## src/ltx_consts.svh

```systemverilog
// Purpose: Offsets, field positions, reset values and symbols of the link transmitter
// Assumes: Included by bare name from the encoder and top-level design files
// Notes: Definitions only
`ifndef LTX_CONSTS_SVH
`define LTX_CONSTS_SVH
// ****************************************
// Register map
// ****************************************
`define LTX_OFS_LANE_RATE 15'h056E
`define LTX_OFS_PLL_STAT 15'h056F
`define LTX_OFS_QUICK_CFG 15'h0570
`define LTX_OFS_LINK_CTRL 15'h0571
`define LTX_OFS_LINK_STAT 15'h0572
`define LTX_RST_LANE_RATE 8'h00
`define LTX_RST_QUICK_CFG 8'h48
`define LTX_RST_LINK_CTRL 8'h03
`define LTX_PLL_LOCK_BIT 7
`define LTX_CTL_SCR 0
`define LTX_CTL_FRAME_ALIGN_SUBSTITUTION 1
`define LTX_CTL_BYP 2
`define LTX_CTL_INV 3
`define LTX_CTL_FMT 4
`define LTX_CTL_PDN 5
`define LTX_CTL_DEEMPH 6
`define LTX_QC_LANES 6
// ****************************************
// Framing and symbols
// ****************************************
`define LTX_K_LAST 5'd31
`define LTX_INITIAL_LANE_ALIGNMENT_LAST 2'd3
`define LTX_CH_R 8'h1C
`define LTX_CH_A 8'h7C
`define LTX_CH_Q 8'h9C
`define LTX_CH_K 8'hBC
`define LTX_CH_F 8'hFC
`define LTX_SUB_F 8'hFC
`define LTX_SUB_A 8'hFD
`define LTX_SPI_HDR 5'd16
`define LTX_SPI_BITS 5'd24
`endif

```

## src/ltx_pkg.sv

```systemverilog
// Purpose: Types and shared arithmetic of the link transmitter
// Assumes: Nothing
// Notes: Scrambler is 1 + x^14 + x^15, MSB first
package ltx_pkg;
	typedef enum logic [1:0] {ST_CGS = 2'b00, ST_INITIAL_LANE_ALIGNMENT = 2'b01, ST_DATA = 2'b10} ltx_state_e;

	// Count of ones in a symbol
	function automatic logic [3:0] ltx_ones(input logic [9:0] v);
		logic [3:0] n;
		n = 4'h0;
		for (int i = 0; i < 10; i++) begin
			n = n + {3'h0, v[i]};
		end
		return n;
	endfunction

	// Scramble one octet, returns {next state, octet}
	function automatic logic [22:0] ltx_scr8(input logic [7:0] d, input logic [14:0] s);
		logic [14:0] st;
		logic [7:0] o;
		st = s;
		o = 8'h00;
		for (int i = 7; i >= 0; i--) begin
			o[i] = d[i] ^ st[13] ^ st[14];
			st = {st[13:0], o[i]};
		end
		return {st, o};
	endfunction
endpackage

```

## src/ltx_stream_if.sv

```systemverilog
// Purpose: Valid/ready word stream between design modules
// Assumes: Single clock domain
// Notes: Word taken when valid and ready are both high
interface ltx_stream_if #(parameter int W = 16) ();
	logic [W-1:0] data;
	logic valid;
	logic ready;
	modport src(output data, output valid, input ready);
	modport snk(input data, input valid, output ready);
endinterface

```

## src/ltx_enc8b10b.sv

```systemverilog
// Purpose: Octet to 10-bit symbol encoder with running disparity
// Assumes: k_i only with octet 8'h1C..8'hFC of the K28 group
// Notes: Output registered; bypass and invert for front-end debug
`include "ltx_consts.svh"
module ltx_enc8b10b import ltx_pkg::*; (
	input wire logic mclk_i,
	input wire logic resetn_i,
	input wire logic [7:0] octet_i,
	input wire logic k_i,
	input wire logic bypass_i,
	input wire logic invert_i,
	input wire logic blank_i,
	output logic [9:0] sym_o
);
	localparam logic [5:0] T6 [32] = '{6'h27, 6'h1D, 6'h2D, 6'h31, 6'h35, 6'h29, 6'h19, 6'h38,
		6'h39, 6'h25, 6'h15, 6'h34, 6'h0D, 6'h2C, 6'h1C, 6'h17,
		6'h1B, 6'h23, 6'h13, 6'h32, 6'h0B, 6'h2A, 6'h1A, 6'h3A,
		6'h33, 6'h26, 6'h16, 6'h36, 6'h0E, 6'h2E, 6'h1E, 6'h2B};
	localparam logic [3:0] T4 [8] = '{4'hB, 4'h9, 4'h5, 4'hC, 4'hD, 4'hA, 4'h6, 4'hE};
	logic rd_q, rd_d, rd_m;
	logic [9:0] sym_q, sym_d;
	logic [5:0] c6;
	logic [3:0] c4;
	logic [4:0] x;
	logic [2:0] y;
	logic u4;

	// ****************************************
	// Code selection
	// ****************************************
	// Sub-block choice follows running disparity
	always_comb begin
		x = octet_i[4:0];
		y = octet_i[7:5];
		c6 = k_i ? 6'h0F : T6[x];
		if (rd_q && (ltx_ones({4'h0, c6}) != 4'd3 || (x == 5'd7 && !k_i))) begin
			c6 = ~c6;
		end
		rd_m = (ltx_ones({4'h0, c6}) == 4'd3) ? rd_q : !rd_q;
		c4 = T4[y];
		if (y == 3'd7 && (k_i || (!rd_m && (x == 5'd17 || x == 5'd18 || x == 5'd20))
				|| (rd_m && (x == 5'd11 || x == 5'd13 || x == 5'd14)))) begin
			c4 = 4'h7;
		end
		u4 = (ltx_ones({6'h00, c4}) != 4'd2) || y == 3'd3;
		if (k_i ? (u4 ^ !rd_m) : (rd_m && u4)) begin
			c4 = ~c4;
		end
		sym_d = {c6, c4};
		rd_d = rd_q;
		if (ltx_ones(sym_d) > 4'd5) begin
			rd_d = 1'b1;
		end else if (ltx_ones(sym_d) < 4'd5) begin
			rd_d = 1'b0;
		end
		if (bypass_i) begin
			sym_d = {2'b00, octet_i};
			rd_d = rd_q;
		end
		if (invert_i) begin
			sym_d = ~sym_d;
		end
		if (blank_i) begin
			sym_d = 10'h000;
			rd_d = 1'b0;
		end
	end

	always_ff @(posedge mclk_i) begin
		if (!resetn_i) begin
			rd_q <= 1'b0;
			sym_q <= 10'h000;
		end else begin
			rd_q <= rd_d;
			sym_q <= sym_d;
		end
	end

	assign sym_o = sym_q;

	// ****************************************
	// Checks
	// ****************************************
	a_enc_disparity: assert property (@(posedge mclk_i) disable iff (!resetn_i)
		(!bypass_i && !invert_i && !blank_i) |=> (ltx_ones(sym_o) == 4'd5
		|| (ltx_ones(sym_o) == 4'd6 && !$past(rd_q)) || (ltx_ones(sym_o) == 4'd4 && $past(rd_q))))
		else $error("symbol disparity does not match running disparity");
	a_enc_bypass_inv: assert property (@(posedge mclk_i) disable iff (!resetn_i)
		(bypass_i && invert_i && !blank_i) |=> sym_o == ~{2'b00, $past(octet_i)})
		else $error("bypass with invert gives wrong symbol");
endmodule // ltx_enc8b10b

```

## src/ltx_fifo.sv

```systemverilog
// Purpose: Sample buffer with registered read data
// Assumes: Producer holds data while valid is high and ready low
// Notes: Two cycles from write to visible output
module ltx_fifo #(
	parameter int W = 16,
	parameter int D = 16
) (
	input wire logic mclk_i,
	input wire logic resetn_i,
	input wire logic [W-1:0] in_data_i,
	input wire logic in_valid_i,
	output logic in_ready_o,
	ltx_stream_if.src out_if
);
	localparam int AW = $clog2(D);
	logic [W-1:0] mem [D];
	logic [AW-1:0] wp_q, wp_d, rp_q, rp_d;
	logic [AW:0] cnt_q, cnt_d;
	logic rdy_q, rdy_d, vld_q, vld_d;
	logic [W-1:0] dat_q, dat_d;
	logic push, load;

	// ****************************************
	// Pointers and occupancy
	// ****************************************
	// Ready is registered so the source sees a clean flop
	always_comb begin
		push = in_valid_i && rdy_q;
		load = (!vld_q || out_if.ready) && (cnt_q != '0);
		wp_d = push ? wp_q + 1'b1 : wp_q;
		rp_d = load ? rp_q + 1'b1 : rp_q;
		cnt_d = cnt_q + (AW+1)'(push) - (AW+1)'(load);
		// Output register counts as one slot, so the buffer holds exactly D words
		rdy_d = ((AW+2)'(cnt_d) + (AW+2)'(vld_d)) != (AW+2)'(D);
		vld_d = load || (vld_q && !out_if.ready);
		dat_d = load ? mem[rp_q] : dat_q;
	end

	always_ff @(posedge mclk_i) begin
		if (!resetn_i) begin
			wp_q <= '0;
			rp_q <= '0;
			cnt_q <= '0;
			rdy_q <= 1'b0;
			vld_q <= 1'b0;
			dat_q <= '0;
		end else begin
			wp_q <= wp_d;
			rp_q <= rp_d;
			cnt_q <= cnt_d;
			rdy_q <= rdy_d;
			vld_q <= vld_d;
			dat_q <= dat_d;
		end
	end

	// Storage carries no reset
	always_ff @(posedge mclk_i) begin
		if (push) begin
			mem[wp_q] <= in_data_i;
		end
	end

	assign in_ready_o = rdy_q;
	assign out_if.valid = vld_q;
	assign out_if.data = dat_q;
endmodule // ltx_fifo

```

## src/ltx_link_top.sv

```systemverilog
// Purpose: Two-link transmit data link layer with serial register port
// Assumes: One octet per lane per clock; inputs synchronous to mclk_i
// Notes: Serial port frame is R/W, 15-bit address, 8-bit data
`include "ltx_consts.svh"
module ltx_link_top import ltx_pkg::*; (
	input wire logic mclk_i,
	input wire logic resetn_i,
	input wire logic spi_sclk_i,
	input wire logic spi_csn_i,
	input wire logic spi_sdio_i,
	output logic spi_sdio_o,
	output logic spi_sdio_oe_o,
	input wire logic sync_request_n_pair0_i,
	input wire logic sync_request_n_pair1_i,
	input wire logic pll_lock_i,
	input wire logic [15:0] link0_samples_i,
	input wire logic link0_valid_i,
	output logic link0_ready_o,
	input wire logic [15:0] link1_samples_i,
	input wire logic link1_valid_i,
	output logic link1_ready_o,
	output logic [9:0] lane0_pair0_out_o,
	output logic [9:0] lane1_pair0_out_o,
	output logic [9:0] lane0_pair1_out_o,
	output logic [9:0] lane1_pair1_out_o,
	output logic [3:0] lane_rate_o,
	output logic deemph_en_o,
	output logic lanes_pdn_o
);
	// Serial port state
	logic sclk_q, rd_q, rd_d, sdo_q, sdo_d, oe_q, oe_d, rise, fall;
	logic [23:0] sh_q, sh_d, nxt;
	logic [4:0] cnt_q, cnt_d;
	logic [7:0] tx_q, tx_d, rdat;
	logic [7:0] lrate_q, lrate_d, qcfg_q, qcfg_d, ctrl_q, ctrl_d;
	// Link state
	ltx_state_e st_q [2], st_d [2];
	logic [2:0] oct_q [2], oct_d [2], fl;
	logic [4:0] frm_q [2], frm_d [2];
	logic [1:0] mf_q [2], mf_d [2];
	logic [7:0] ramp_q [2], ramp_d [2];
	logic ph_q [2], ph_d [2];
	logic end_fr [2], end_mf [2], pop [2], sv [2], syn [2], rdy [2], lanes2, lane_on;
	logic [15:0] smp [2], in_d [2];
	logic in_v [2];
	// Lane state
	logic [14:0] scr_q [4], scr_d [4], scr_nx [4];
	logic [7:0] prev_q [4], prev_d [4], smp_oct [4], scr_oct [4], lane_oct [4];
	logic lane_k [4];
	logic [9:0] sym [4];

	assign syn[0] = sync_request_n_pair0_i;
	assign syn[1] = sync_request_n_pair1_i;
	assign in_d[0] = link0_samples_i;
	assign in_d[1] = link1_samples_i;
	assign in_v[0] = link0_valid_i;
	assign in_v[1] = link1_valid_i;

	// ****************************************
	// Serial register port
	// ****************************************
	// Clock edges found by sampling; read data leaves on falling edges
	always_comb begin
		rise = spi_sclk_i && !sclk_q;
		fall = !spi_sclk_i && sclk_q;
		nxt = {sh_q[22:0], spi_sdio_i};
		sh_d = sh_q;
		cnt_d = cnt_q;
		tx_d = tx_q;
		rd_d = rd_q;
		sdo_d = sdo_q;
		oe_d = oe_q;
		lrate_d = lrate_q;
		qcfg_d = qcfg_q;
		ctrl_d = ctrl_q;
		rdat = 8'h00;
		if (nxt[14:0] == `LTX_OFS_LANE_RATE) begin
			rdat = lrate_q;
		end else if (nxt[14:0] == `LTX_OFS_PLL_STAT) begin
			rdat[`LTX_PLL_LOCK_BIT] = pll_lock_i;
		end else if (nxt[14:0] == `LTX_OFS_QUICK_CFG) begin
			rdat = qcfg_q;
		end else if (nxt[14:0] == `LTX_OFS_LINK_CTRL) begin
			rdat = ctrl_q;
		end else if (nxt[14:0] == `LTX_OFS_LINK_STAT) begin
			rdat = {4'h0, st_q[1], st_q[0]};
		end
		if (spi_csn_i) begin
			cnt_d = 5'd0;
			oe_d = 1'b0;
			rd_d = 1'b0;
		end else begin
			if (rise && cnt_q != `LTX_SPI_BITS) begin
				sh_d = nxt;
				cnt_d = cnt_q + 5'd1;
				if (cnt_q == `LTX_SPI_HDR - 5'd1) begin
					rd_d = nxt[15];
					tx_d = rdat;
				end
				// Writes land on the last data bit
				if (cnt_q == `LTX_SPI_BITS - 5'd1 && !rd_q) begin
					if (nxt[22:8] == `LTX_OFS_LANE_RATE) begin
						lrate_d = nxt[7:0];
					end else if (nxt[22:8] == `LTX_OFS_QUICK_CFG) begin
						qcfg_d = nxt[7:0];
					end else if (nxt[22:8] == `LTX_OFS_LINK_CTRL) begin
						ctrl_d = nxt[7:0];
					end
				end
			end
			if (fall && rd_q && cnt_q >= `LTX_SPI_HDR && cnt_q != `LTX_SPI_BITS) begin
				sdo_d = tx_q[7];
				tx_d = {tx_q[6:0], 1'b0};
				oe_d = 1'b1;
			end
		end
	end

	// Defaults: scrambling and substitution on, lanes up, de-emphasis off
	always_ff @(posedge mclk_i) begin
		if (!resetn_i) begin
			sclk_q <= 1'b0;
			sh_q <= 24'h000000;
			cnt_q <= 5'd0;
			tx_q <= 8'h00;
			rd_q <= 1'b0;
			sdo_q <= 1'b0;
			oe_q <= 1'b0;
			lrate_q <= `LTX_RST_LANE_RATE;
			qcfg_q <= `LTX_RST_QUICK_CFG;
			ctrl_q <= `LTX_RST_LINK_CTRL;
		end else begin
			sclk_q <= spi_sclk_i;
			sh_q <= sh_d;
			cnt_q <= cnt_d;
			tx_q <= tx_d;
			rd_q <= rd_d;
			sdo_q <= sdo_d;
			oe_q <= oe_d;
			lrate_q <= lrate_d;
			qcfg_q <= qcfg_d;
			ctrl_q <= ctrl_d;
		end
	end

	// ****************************************
	// Link framing and octet path
	// ****************************************
	// Multiframe counters free run; they are the local multiframe clock
	always_comb begin
		fl = 3'((4'd1 << qcfg_q[1:0]) - 4'd1);
		lanes2 = qcfg_q[`LTX_QC_LANES];
		lane_on = 1'b0;
		for (int l = 0; l < 2; l++) begin
			end_fr[l] = oct_q[l] == fl;
			end_mf[l] = end_fr[l] && frm_q[l] == `LTX_K_LAST;
			oct_d[l] = end_fr[l] ? 3'd0 : oct_q[l] + 3'd1;
			frm_d[l] = end_mf[l] ? 5'd0 : (end_fr[l] ? frm_q[l] + 5'd1 : frm_q[l]);
			st_d[l] = st_q[l];
			mf_d[l] = mf_q[l];
			ramp_d[l] = ramp_q[l] + 8'd1;
			ph_d[l] = 1'b0;
			pop[l] = 1'b0;
			case (st_q[l])
				ST_CGS: begin
					if (syn[l] && end_mf[l]) begin
						st_d[l] = ST_INITIAL_LANE_ALIGNMENT;
						mf_d[l] = 2'd0;
						ramp_d[l] = 8'd0;
					end
				end
				ST_INITIAL_LANE_ALIGNMENT: begin
					if (end_mf[l]) begin
						ramp_d[l] = 8'd0;
						mf_d[l] = mf_q[l] + 2'd1;
						if (mf_q[l] == `LTX_INITIAL_LANE_ALIGNMENT_LAST) begin
							st_d[l] = ST_DATA;
						end
					end
				end
				ST_DATA: begin
					pop[l] = lanes2 || ph_q[l];
					ph_d[l] = !lanes2 && !ph_q[l];
				end
				default: begin
					st_d[l] = ST_CGS;
				end
			endcase
			if (!syn[l] || ctrl_q[`LTX_CTL_PDN]) begin
				st_d[l] = ST_CGS;
			end
			for (int j = 0; j < 2; j++) begin
				// Low byte is converter 0 (first ADC), high byte converter 1
				smp_oct[l*2+j] = ((lanes2 ? j[0] : ph_q[l]) ? smp[l][15:8] : smp[l][7:0]);
				if (!sv[l]) begin
					smp_oct[l*2+j] = 8'h00;
				end
				smp_oct[l*2+j][7] = smp_oct[l*2+j][7] ^ ctrl_q[`LTX_CTL_FMT];
				{scr_nx[l*2+j], scr_oct[l*2+j]} = ltx_scr8(smp_oct[l*2+j], scr_q[l*2+j]);
				scr_d[l*2+j] = scr_q[l*2+j];
				prev_d[l*2+j] = prev_q[l*2+j];
				lane_k[l*2+j] = 1'b1;
				lane_oct[l*2+j] = `LTX_CH_K;
				lane_on = lanes2 || j == 0;
				if (st_q[l] == ST_INITIAL_LANE_ALIGNMENT && lane_on) begin
					// Ramp fill, never scrambled
					lane_k[l*2+j] = 1'b0;
					lane_oct[l*2+j] = ramp_q[l];
					if (ramp_q[l] == 8'd0) begin
						lane_k[l*2+j] = 1'b1;
						lane_oct[l*2+j] = `LTX_CH_R;
					end else if (end_mf[l]) begin
						lane_k[l*2+j] = 1'b1;
						lane_oct[l*2+j] = `LTX_CH_A;
					end else if (mf_q[l] == 2'd1 && ramp_q[l] == 8'd1) begin
						lane_k[l*2+j] = 1'b1;
						lane_oct[l*2+j] = `LTX_CH_Q;
					end
				end else if (st_q[l] == ST_DATA && lane_on) begin
					lane_k[l*2+j] = 1'b0;
					lane_oct[l*2+j] = smp_oct[l*2+j];
					if (ctrl_q[`LTX_CTL_SCR]) begin
						lane_oct[l*2+j] = scr_oct[l*2+j];
						scr_d[l*2+j] = scr_nx[l*2+j];
					end
					if (end_fr[l]) begin
						prev_d[l*2+j] = smp_oct[l*2+j];
					end
					if (ctrl_q[`LTX_CTL_FRAME_ALIGN_SUBSTITUTION] && end_fr[l]) begin
						if (ctrl_q[`LTX_CTL_SCR]) begin
							if (scr_oct[l*2+j] == `LTX_SUB_F) begin
								lane_k[l*2+j] = 1'b1;
								lane_oct[l*2+j] = `LTX_CH_F;
							end else if (end_mf[l] && scr_oct[l*2+j] == `LTX_SUB_A) begin
								lane_k[l*2+j] = 1'b1;
								lane_oct[l*2+j] = `LTX_CH_A;
							end
						end else if (smp_oct[l*2+j] == prev_q[l*2+j]) begin
							lane_k[l*2+j] = 1'b1;
							lane_oct[l*2+j] = end_mf[l] ? `LTX_CH_A : `LTX_CH_F;
						end
					end
				end
			end
		end
	end

	always_ff @(posedge mclk_i) begin
		if (!resetn_i) begin
			for (int l = 0; l < 2; l++) begin
				st_q[l] <= ST_CGS;
				oct_q[l] <= 3'd0;
				frm_q[l] <= 5'd0;
				mf_q[l] <= 2'd0;
				ramp_q[l] <= 8'd0;
				ph_q[l] <= 1'b0;
			end
			for (int n = 0; n < 4; n++) begin
				scr_q[n] <= 15'h0000;
				prev_q[n] <= 8'h00;
			end
		end else begin
			st_q <= st_d;
			oct_q <= oct_d;
			frm_q <= frm_d;
			mf_q <= mf_d;
			ramp_q <= ramp_d;
			ph_q <= ph_d;
			scr_q <= scr_d;
			prev_q <= prev_d;
		end
	end

	// ****************************************
	// Buffers and encoders
	// ****************************************
	// Buffer absorbs sample bursts while the link is not in user data
	for (genvar l = 0; l < 2; l++) begin : g_link
		ltx_stream_if #(.W(16)) s_if ();
		ltx_fifo #(.W(16), .D(16)) u_fifo (
			.mclk_i(mclk_i),
			.resetn_i(resetn_i),
			.in_data_i(in_d[l]),
			.in_valid_i(in_v[l]),
			.in_ready_o(rdy[l]),
			.out_if(s_if)
		);
		assign smp[l] = s_if.data;
		assign sv[l] = s_if.valid;
		assign s_if.ready = pop[l];
	end

	for (genvar n = 0; n < 4; n++) begin : g_lane
		ltx_enc8b10b u_enc (
			.mclk_i(mclk_i),
			.resetn_i(resetn_i),
			.octet_i(lane_oct[n]),
			.k_i(lane_k[n]),
			.bypass_i(ctrl_q[`LTX_CTL_BYP]),
			.invert_i(ctrl_q[`LTX_CTL_INV]),
			.blank_i(ctrl_q[`LTX_CTL_PDN]),
			.sym_o(sym[n])
		);
	end

	assign lane0_pair0_out_o = sym[0];
	assign lane1_pair0_out_o = sym[1];
	assign lane0_pair1_out_o = sym[2];
	assign lane1_pair1_out_o = sym[3];
	assign link0_ready_o = rdy[0];
	assign link1_ready_o = rdy[1];
	assign spi_sdio_o = sdo_q;
	assign spi_sdio_oe_o = oe_q;
	assign lane_rate_o = lrate_q[7:4];
	assign deemph_en_o = ctrl_q[`LTX_CTL_DEEMPH];
	assign lanes_pdn_o = ctrl_q[`LTX_CTL_PDN];

	// ****************************************
	// Checks
	// ****************************************
	a_ctrl_defaults: assert property (@(posedge mclk_i) disable iff (!resetn_i)
		$rose(resetn_i) |-> ctrl_q[`LTX_CTL_SCR] && ctrl_q[`LTX_CTL_FRAME_ALIGN_SUBSTITUTION]
		&& !lanes_pdn_o && !deemph_en_o)
		else $error("control defaults wrong after reset");
	a_cgs_sync_char: assert property (@(posedge mclk_i) disable iff (!resetn_i)
		st_q[0] == ST_CGS |-> lane_k[0] && lane_oct[0] == `LTX_CH_K)
		else $error("sync phase not sending sync characters");
	a_initial_lane_alignment_on_boundary: assert property (@(posedge mclk_i) disable iff (!resetn_i)
		(st_q[0] == ST_INITIAL_LANE_ALIGNMENT && $past(st_q[0]) == ST_CGS) |-> oct_q[0] == 3'd0 && frm_q[0] == 5'd0)
		else $error("alignment sequence not on multiframe boundary");
	a_initial_lane_alignment_four_mf: assert property (@(posedge mclk_i) disable iff (!resetn_i)
		(st_q[0] == ST_INITIAL_LANE_ALIGNMENT && mf_q[0] == 2'd3 && end_mf[0] && sync_request_n_pair0_i
		&& !ctrl_q[`LTX_CTL_PDN]) |=> st_q[0] == ST_DATA)
		else $error("alignment sequence length wrong");
	a_initial_lane_alignment_plain: assert property (@(posedge mclk_i) disable iff (!resetn_i)
		(st_q[0] == ST_INITIAL_LANE_ALIGNMENT && !lane_k[0]) |-> lane_oct[0] == ramp_q[0])
		else $error("alignment sequence data altered");
	a_user_data: assert property (@(posedge mclk_i) disable iff (!resetn_i)
		(st_q[0] == ST_DATA && !end_fr[0]) |-> !lane_k[0])
		else $error("control character inside a frame");
	a_sub_frame: assert property (@(posedge mclk_i) disable iff (!resetn_i)
		(st_q[0] == ST_DATA && ctrl_q[1:0] == 2'b11 && end_fr[0] && scr_oct[0] == `LTX_SUB_F)
		|-> lane_k[0] && lane_oct[0] == `LTX_CH_F)
		else $error("frame end FC not substituted");
	a_sub_multi: assert property (@(posedge mclk_i) disable iff (!resetn_i)
		(st_q[0] == ST_DATA && ctrl_q[1:0] == 2'b11 && end_mf[0] && scr_oct[0] == `LTX_SUB_A)
		|-> lane_k[0] && lane_oct[0] == `LTX_CH_A)
		else $error("multiframe end FD not substituted");
	a_sub_repeat: assert property (@(posedge mclk_i) disable iff (!resetn_i)
		(st_q[0] == ST_DATA && ctrl_q[1:0] == 2'b10 && end_fr[0] && smp_oct[0] == prev_q[0])
		|-> lane_k[0] && lane_oct[0] == (end_mf[0] ? `LTX_CH_A : `LTX_CH_F))
		else $error("repeated frame end not substituted");
endmodule // ltx_link_top

```

## config.mk

```make
export PLATFORM = sky130hd
export DESIGN_NAME = ltx_link_top
export DESIGN_NICKNAME = d
export VERILOG_FILES = /design/src/ltx_pkg.sv /design/src/ltx_stream_if.sv /design/src/ltx_enc8b10b.sv /design/src/ltx_fifo.sv /design/src/ltx_link_top.sv
export VERILOG_INCLUDE_DIRS = /design/src
export SDC_FILE = /design/constraint.sdc
export NUM_CORES = 2
export LEC_CHECK = 0
export BUFFER_PORTS_ARGS = -buffer_cell sky130_fd_sc_hd__buf_2
export CAP_MARGIN = 15
export CORE_UTILIZATION = 55
export DETAILED_ROUTE_END_ITERATION = 10
export GPL_ROUTABILITY_DRIVEN = 0
export PLACE_DENSITY = 0.74
export REMOVE_ABC_BUFFERS = 1
export SLEW_MARGIN = 20
export SYNTH_ARGS = -nofsm -noshare
export SYNTH_HDL_FRONTEND = slang
export SYNTH_HIERARCHICAL = 1
export SYNTH_SLANG_ARGS = --single-unit
```

## constraint.sdc

```tcl
create_clock -name mclk_i -period 23.1 [get_ports mclk_i]
set_clock_uncertainty 0.1 [all_clocks]
set_input_delay 4.62 -clock mclk_i [delete_from_list [all_inputs] [get_ports mclk_i]]
set_output_delay 4.62 -clock mclk_i [all_outputs]
set_load 0.02 [all_outputs]
```

==> key figures <==
Run
  – Max-Cap Viols: 0

Cells and area
  – Synthesis-to-finish area growth: 10.12%
  – Filler instances: 5804
  – Ant. Diodes: 0
  – Share of cells above drive strength 1: 14.80%
  – Finished Core Util: 61.52%
  – Nets: 3759

Floorplan
  – Initial Util: 55.86%
  – Row count: 100
  – Die Y: 277.7 um
  – Core area: 0.07482 mm^2
  – Chip width: 277.7 um
  – # IOs: 92
  – Die ar.: 0.07710 mm^2

Clock tree
  – Cts bufs inserted: 85
  – Post CTS Setup Buffer Count: 0
  – Worst skew pair latency: 0.65 ns
  – Clk sinks: 815
  – Clock Path Buffers: 3
  – Cells resized by post-CTS repair: 0
  – Cts hold-fix bufs: 0
  – CTS tree: built
  – Root buf cell: clkbuf_16
  – Clock-pin slew on the worst setup and hold paths: 0.06 ns
  – H-tree lvl count: 3

STA
  – Fin Hold WS: 0.3406 ns
  – Fin. max-slew vios: 0
  – Unrepaired setup endpoints after global routing: no
  – Final period util: 63.25%
  – Setup Total Neg Slack: 0 ns
  – Setup violators final: 0
  – Hold Vio Cnt, Final: 0
  – Minimum clock period: 14.61 ns
  – Slew @ Worst Pin: 1.061 ns
  – Slew headroom: 29.17%
  – F_max: 68.45 MHz

Route
  – Drt total wl: 93.00 mm
  – WL/cell: 20.28 um
  – DRT Pass-1 Iters: 6
  – Vias/cell: 6.006
  – Via count: 27540
  – Post-DRT Antenna Nets: 0
  – Initial DRC count: 2299
  – # DRC: 0

Outcome
  – Status: complete, no violations

Global route
  – Largest net degree at the start of global routing: 73
  – Antenna violations before repair: 0
  – GRT Resource Usage Total: 24.23%
  – First-pass GRT wire length: 149.0 mm
  – Remaining Overflow, GRT: 0
  – Vias in the first global route: 26980

Critical path
  – Arrival @ worst endpoint: 15.00 ns
  – CP Capture Type: flip-flop
  – CP Max Fanout: 50
  – Critical path class: flip-flop to flip-flop
  – Slowest library cell on the worst path: nor2b_1
  – Largest stage delay, worst path: 0.73 ns
  – Worst Setup Start Kind: flip-flop
  – Most used cell, CP: ha_1
  – Critical Path RT: 23.49 ns

Pwr
  – Combinational Power Share: 34.9%
  – P per Cell Area: 105.4 mW/mm^2
  – Maximum vdd drop: 0.0001071 V
  – P_sw: 1.588 mW
  – Internal Pwr Total: 3.263 mW
  – Lkg Pwr: 16.51 nW
  – Clock power frac: 29.4%
  – Switching Fraction: 32.73%
  – Reg power frac: 35.8%
  – Pwr Total: 4.851 mW

Synthesis
  – Register area share after synthesis: 51.30%
  – Share of Yosys cell area claimed by the top area cell type: 36.79%
  – Synth warn: 6
  – Synth top area cells: edfxtp_1, dfxtp_1, mux4_2
  – Top FF cell, synth: edfxtp_1
  – Flops & latches, synth: 815
  – Synthesized area: 0.04180 mm^2
  – Syn Inst Count: 3487
  – Yosys top cell by area: edfxtp_1
  – Post-synth EDFFs: 512
  – Count of unique library cells instantiated by Yosys: 118
  – Syn_area_per_cell: 11.99 um^2
  – Synth async-reset ratio: 0%

Place
  – Port buffer count: 91
  – DP HPWL: 60.00 mm

Min path
  – Class of the worst hold path: flip-flop to flip-flop
==> through the flow <==
stage / std cells / worst slack (ns) / instance area (um^2)
after global routing: 4585 / 7.550 / 46030
after global placement: 4426 / 8.808 / 43060
after detailed placement: 4426 / 8.407 / 43060
final: 4585 / 8.490 / 46030
after floorplan: 3293 / 8.526 / 40770
after CTS: 4585 / 8.338 / 46020
==> final cells by class <==
cell class	count	area (um^2)	area share [%]
flip-flops and latches	815	21450	46.61
well taps	969	1212	2.634
inverters	144	540.5	1.174
multi-input cells	2334	18850	40.96
repair buffers	164	1010	2.194
clock buffers	113	2355	5.116
clock inverters	46	605.6	1.316
==> power groups by stage <==
stage	sequential, mW	clock, mW	combinational, mW
after floorplan	1.78	0	1.28
after detailed placement	1.77	0	1.67
after CTS	1.74	1.45	1.68
after global routing	1.75	1.50	1.89
after global placement	1.77	0	1.61
final	1.74	1.42	1.69
==> sequential cells by signal, summed over array words and instances (netlist names), 10 cells and up <==
| signal | count |
|---|---|
| ramp_q | 16 |
| prev_q | 32 |
| g_link.u_fifo/cnt_q | 10 |
| g_lane.u_enc/sym_o | 40 |
| scr_q | 32 |
| g_link.u_fifo/out_if.data | 32 |
| frm_q | 10 |
| g_link.u_fifo/mem | 512 |
| scr_nx | 28 |
| sh_q | 22 |
==> synth_stat cells (18+ instances only) <==
cell / n
a211oi_1: 24
a21boi_0: 66
a21oi_1: 100
a22oi_1: 41
a31oi_1: 23
a32oi_1: 39
and2_1: 45
and3_1: 43
buf_2: 42
clkbuf_1: 102
dfxtp_1: 303
edfxtp_1: 512
fa_1: 38
ha_1: 135
inv_1: 133
mux2i_1: 123
mux4_2: 130
nand2_1: 344
nand2b_1: 60
nand3_1: 65
nand4_1: 18
nor2_1: 209
nor2b_1: 73
nor3_1: 39
o211ai_1: 60
o21ai_0: 87
or2b_1: 21
or3_1: 21
xnor2_1: 130
xor2_1: 73
==> layer usage <==
layer | global-route usage [%] | share of wire [%]
met1 | 33.51 | 44
met2 | 40.18 | 48
met3 | 3.259 | 5.5
met4 | 6.630 | 2.2
met5 | 0 | 0
==> cell usage in the layout, fill, tap and decap left out, drive strengths merged, types with 61 or more instances in the layout <==
cell	count
a21boi	68
nor2	212
nand3	67
mux4	130
a21oi	102
nand2	348
dfxtp	303
ha	135
xnor2	131
xor2	75
clkbuf	113
buf	164
edfxtp	512
mux2i	129
o21ai	94
nor2b	73
nand2b	61
inv	145
==> final timing paths <==
kind	from	to	slack (ns)	cells after the start
setup reg to reg	qcfg_q[6]	g_lane[2].u_enc/rd_q	8.49	52
setup / recovery	qcfg_q[6]	g_lane[2].u_enc/rd_q	8.49	52
hold / removal	spi_sdio_oe_o	spi_sdio_oe_o	0.34	2
hold reg to reg	spi_sdio_oe_o	spi_sdio_oe_o	0.34	2
==> cells by family after synthesis <==
logic type / share of synthesized area, %
AO/OA/AOI/OAI: 10.49
XOR/XNOR: 4.559
adder cells (fa/ha/maj): 5.862
buffers and inverters: 3.748
flip-flops: 51.30
multiplexers: 10.59
AND/OR/NAND/NOR: 13.45
==> critical path: cells and delay by family (launching register included) <==
kind | cells | cell delay (ns)
adders and majority gates | 17 | 6.09
AOI/OAI and AO/OA | 9 | 1.86
buffers and inverters | 9 | 1.02
muxes | 2 | 1.08
DFF | 1 | 0.35
xor gates and xnor gates | 4 | 0.77
and+or+nand+nor | 11 | 3.13
Note: power is estimated with default switching activity, not from simulation.
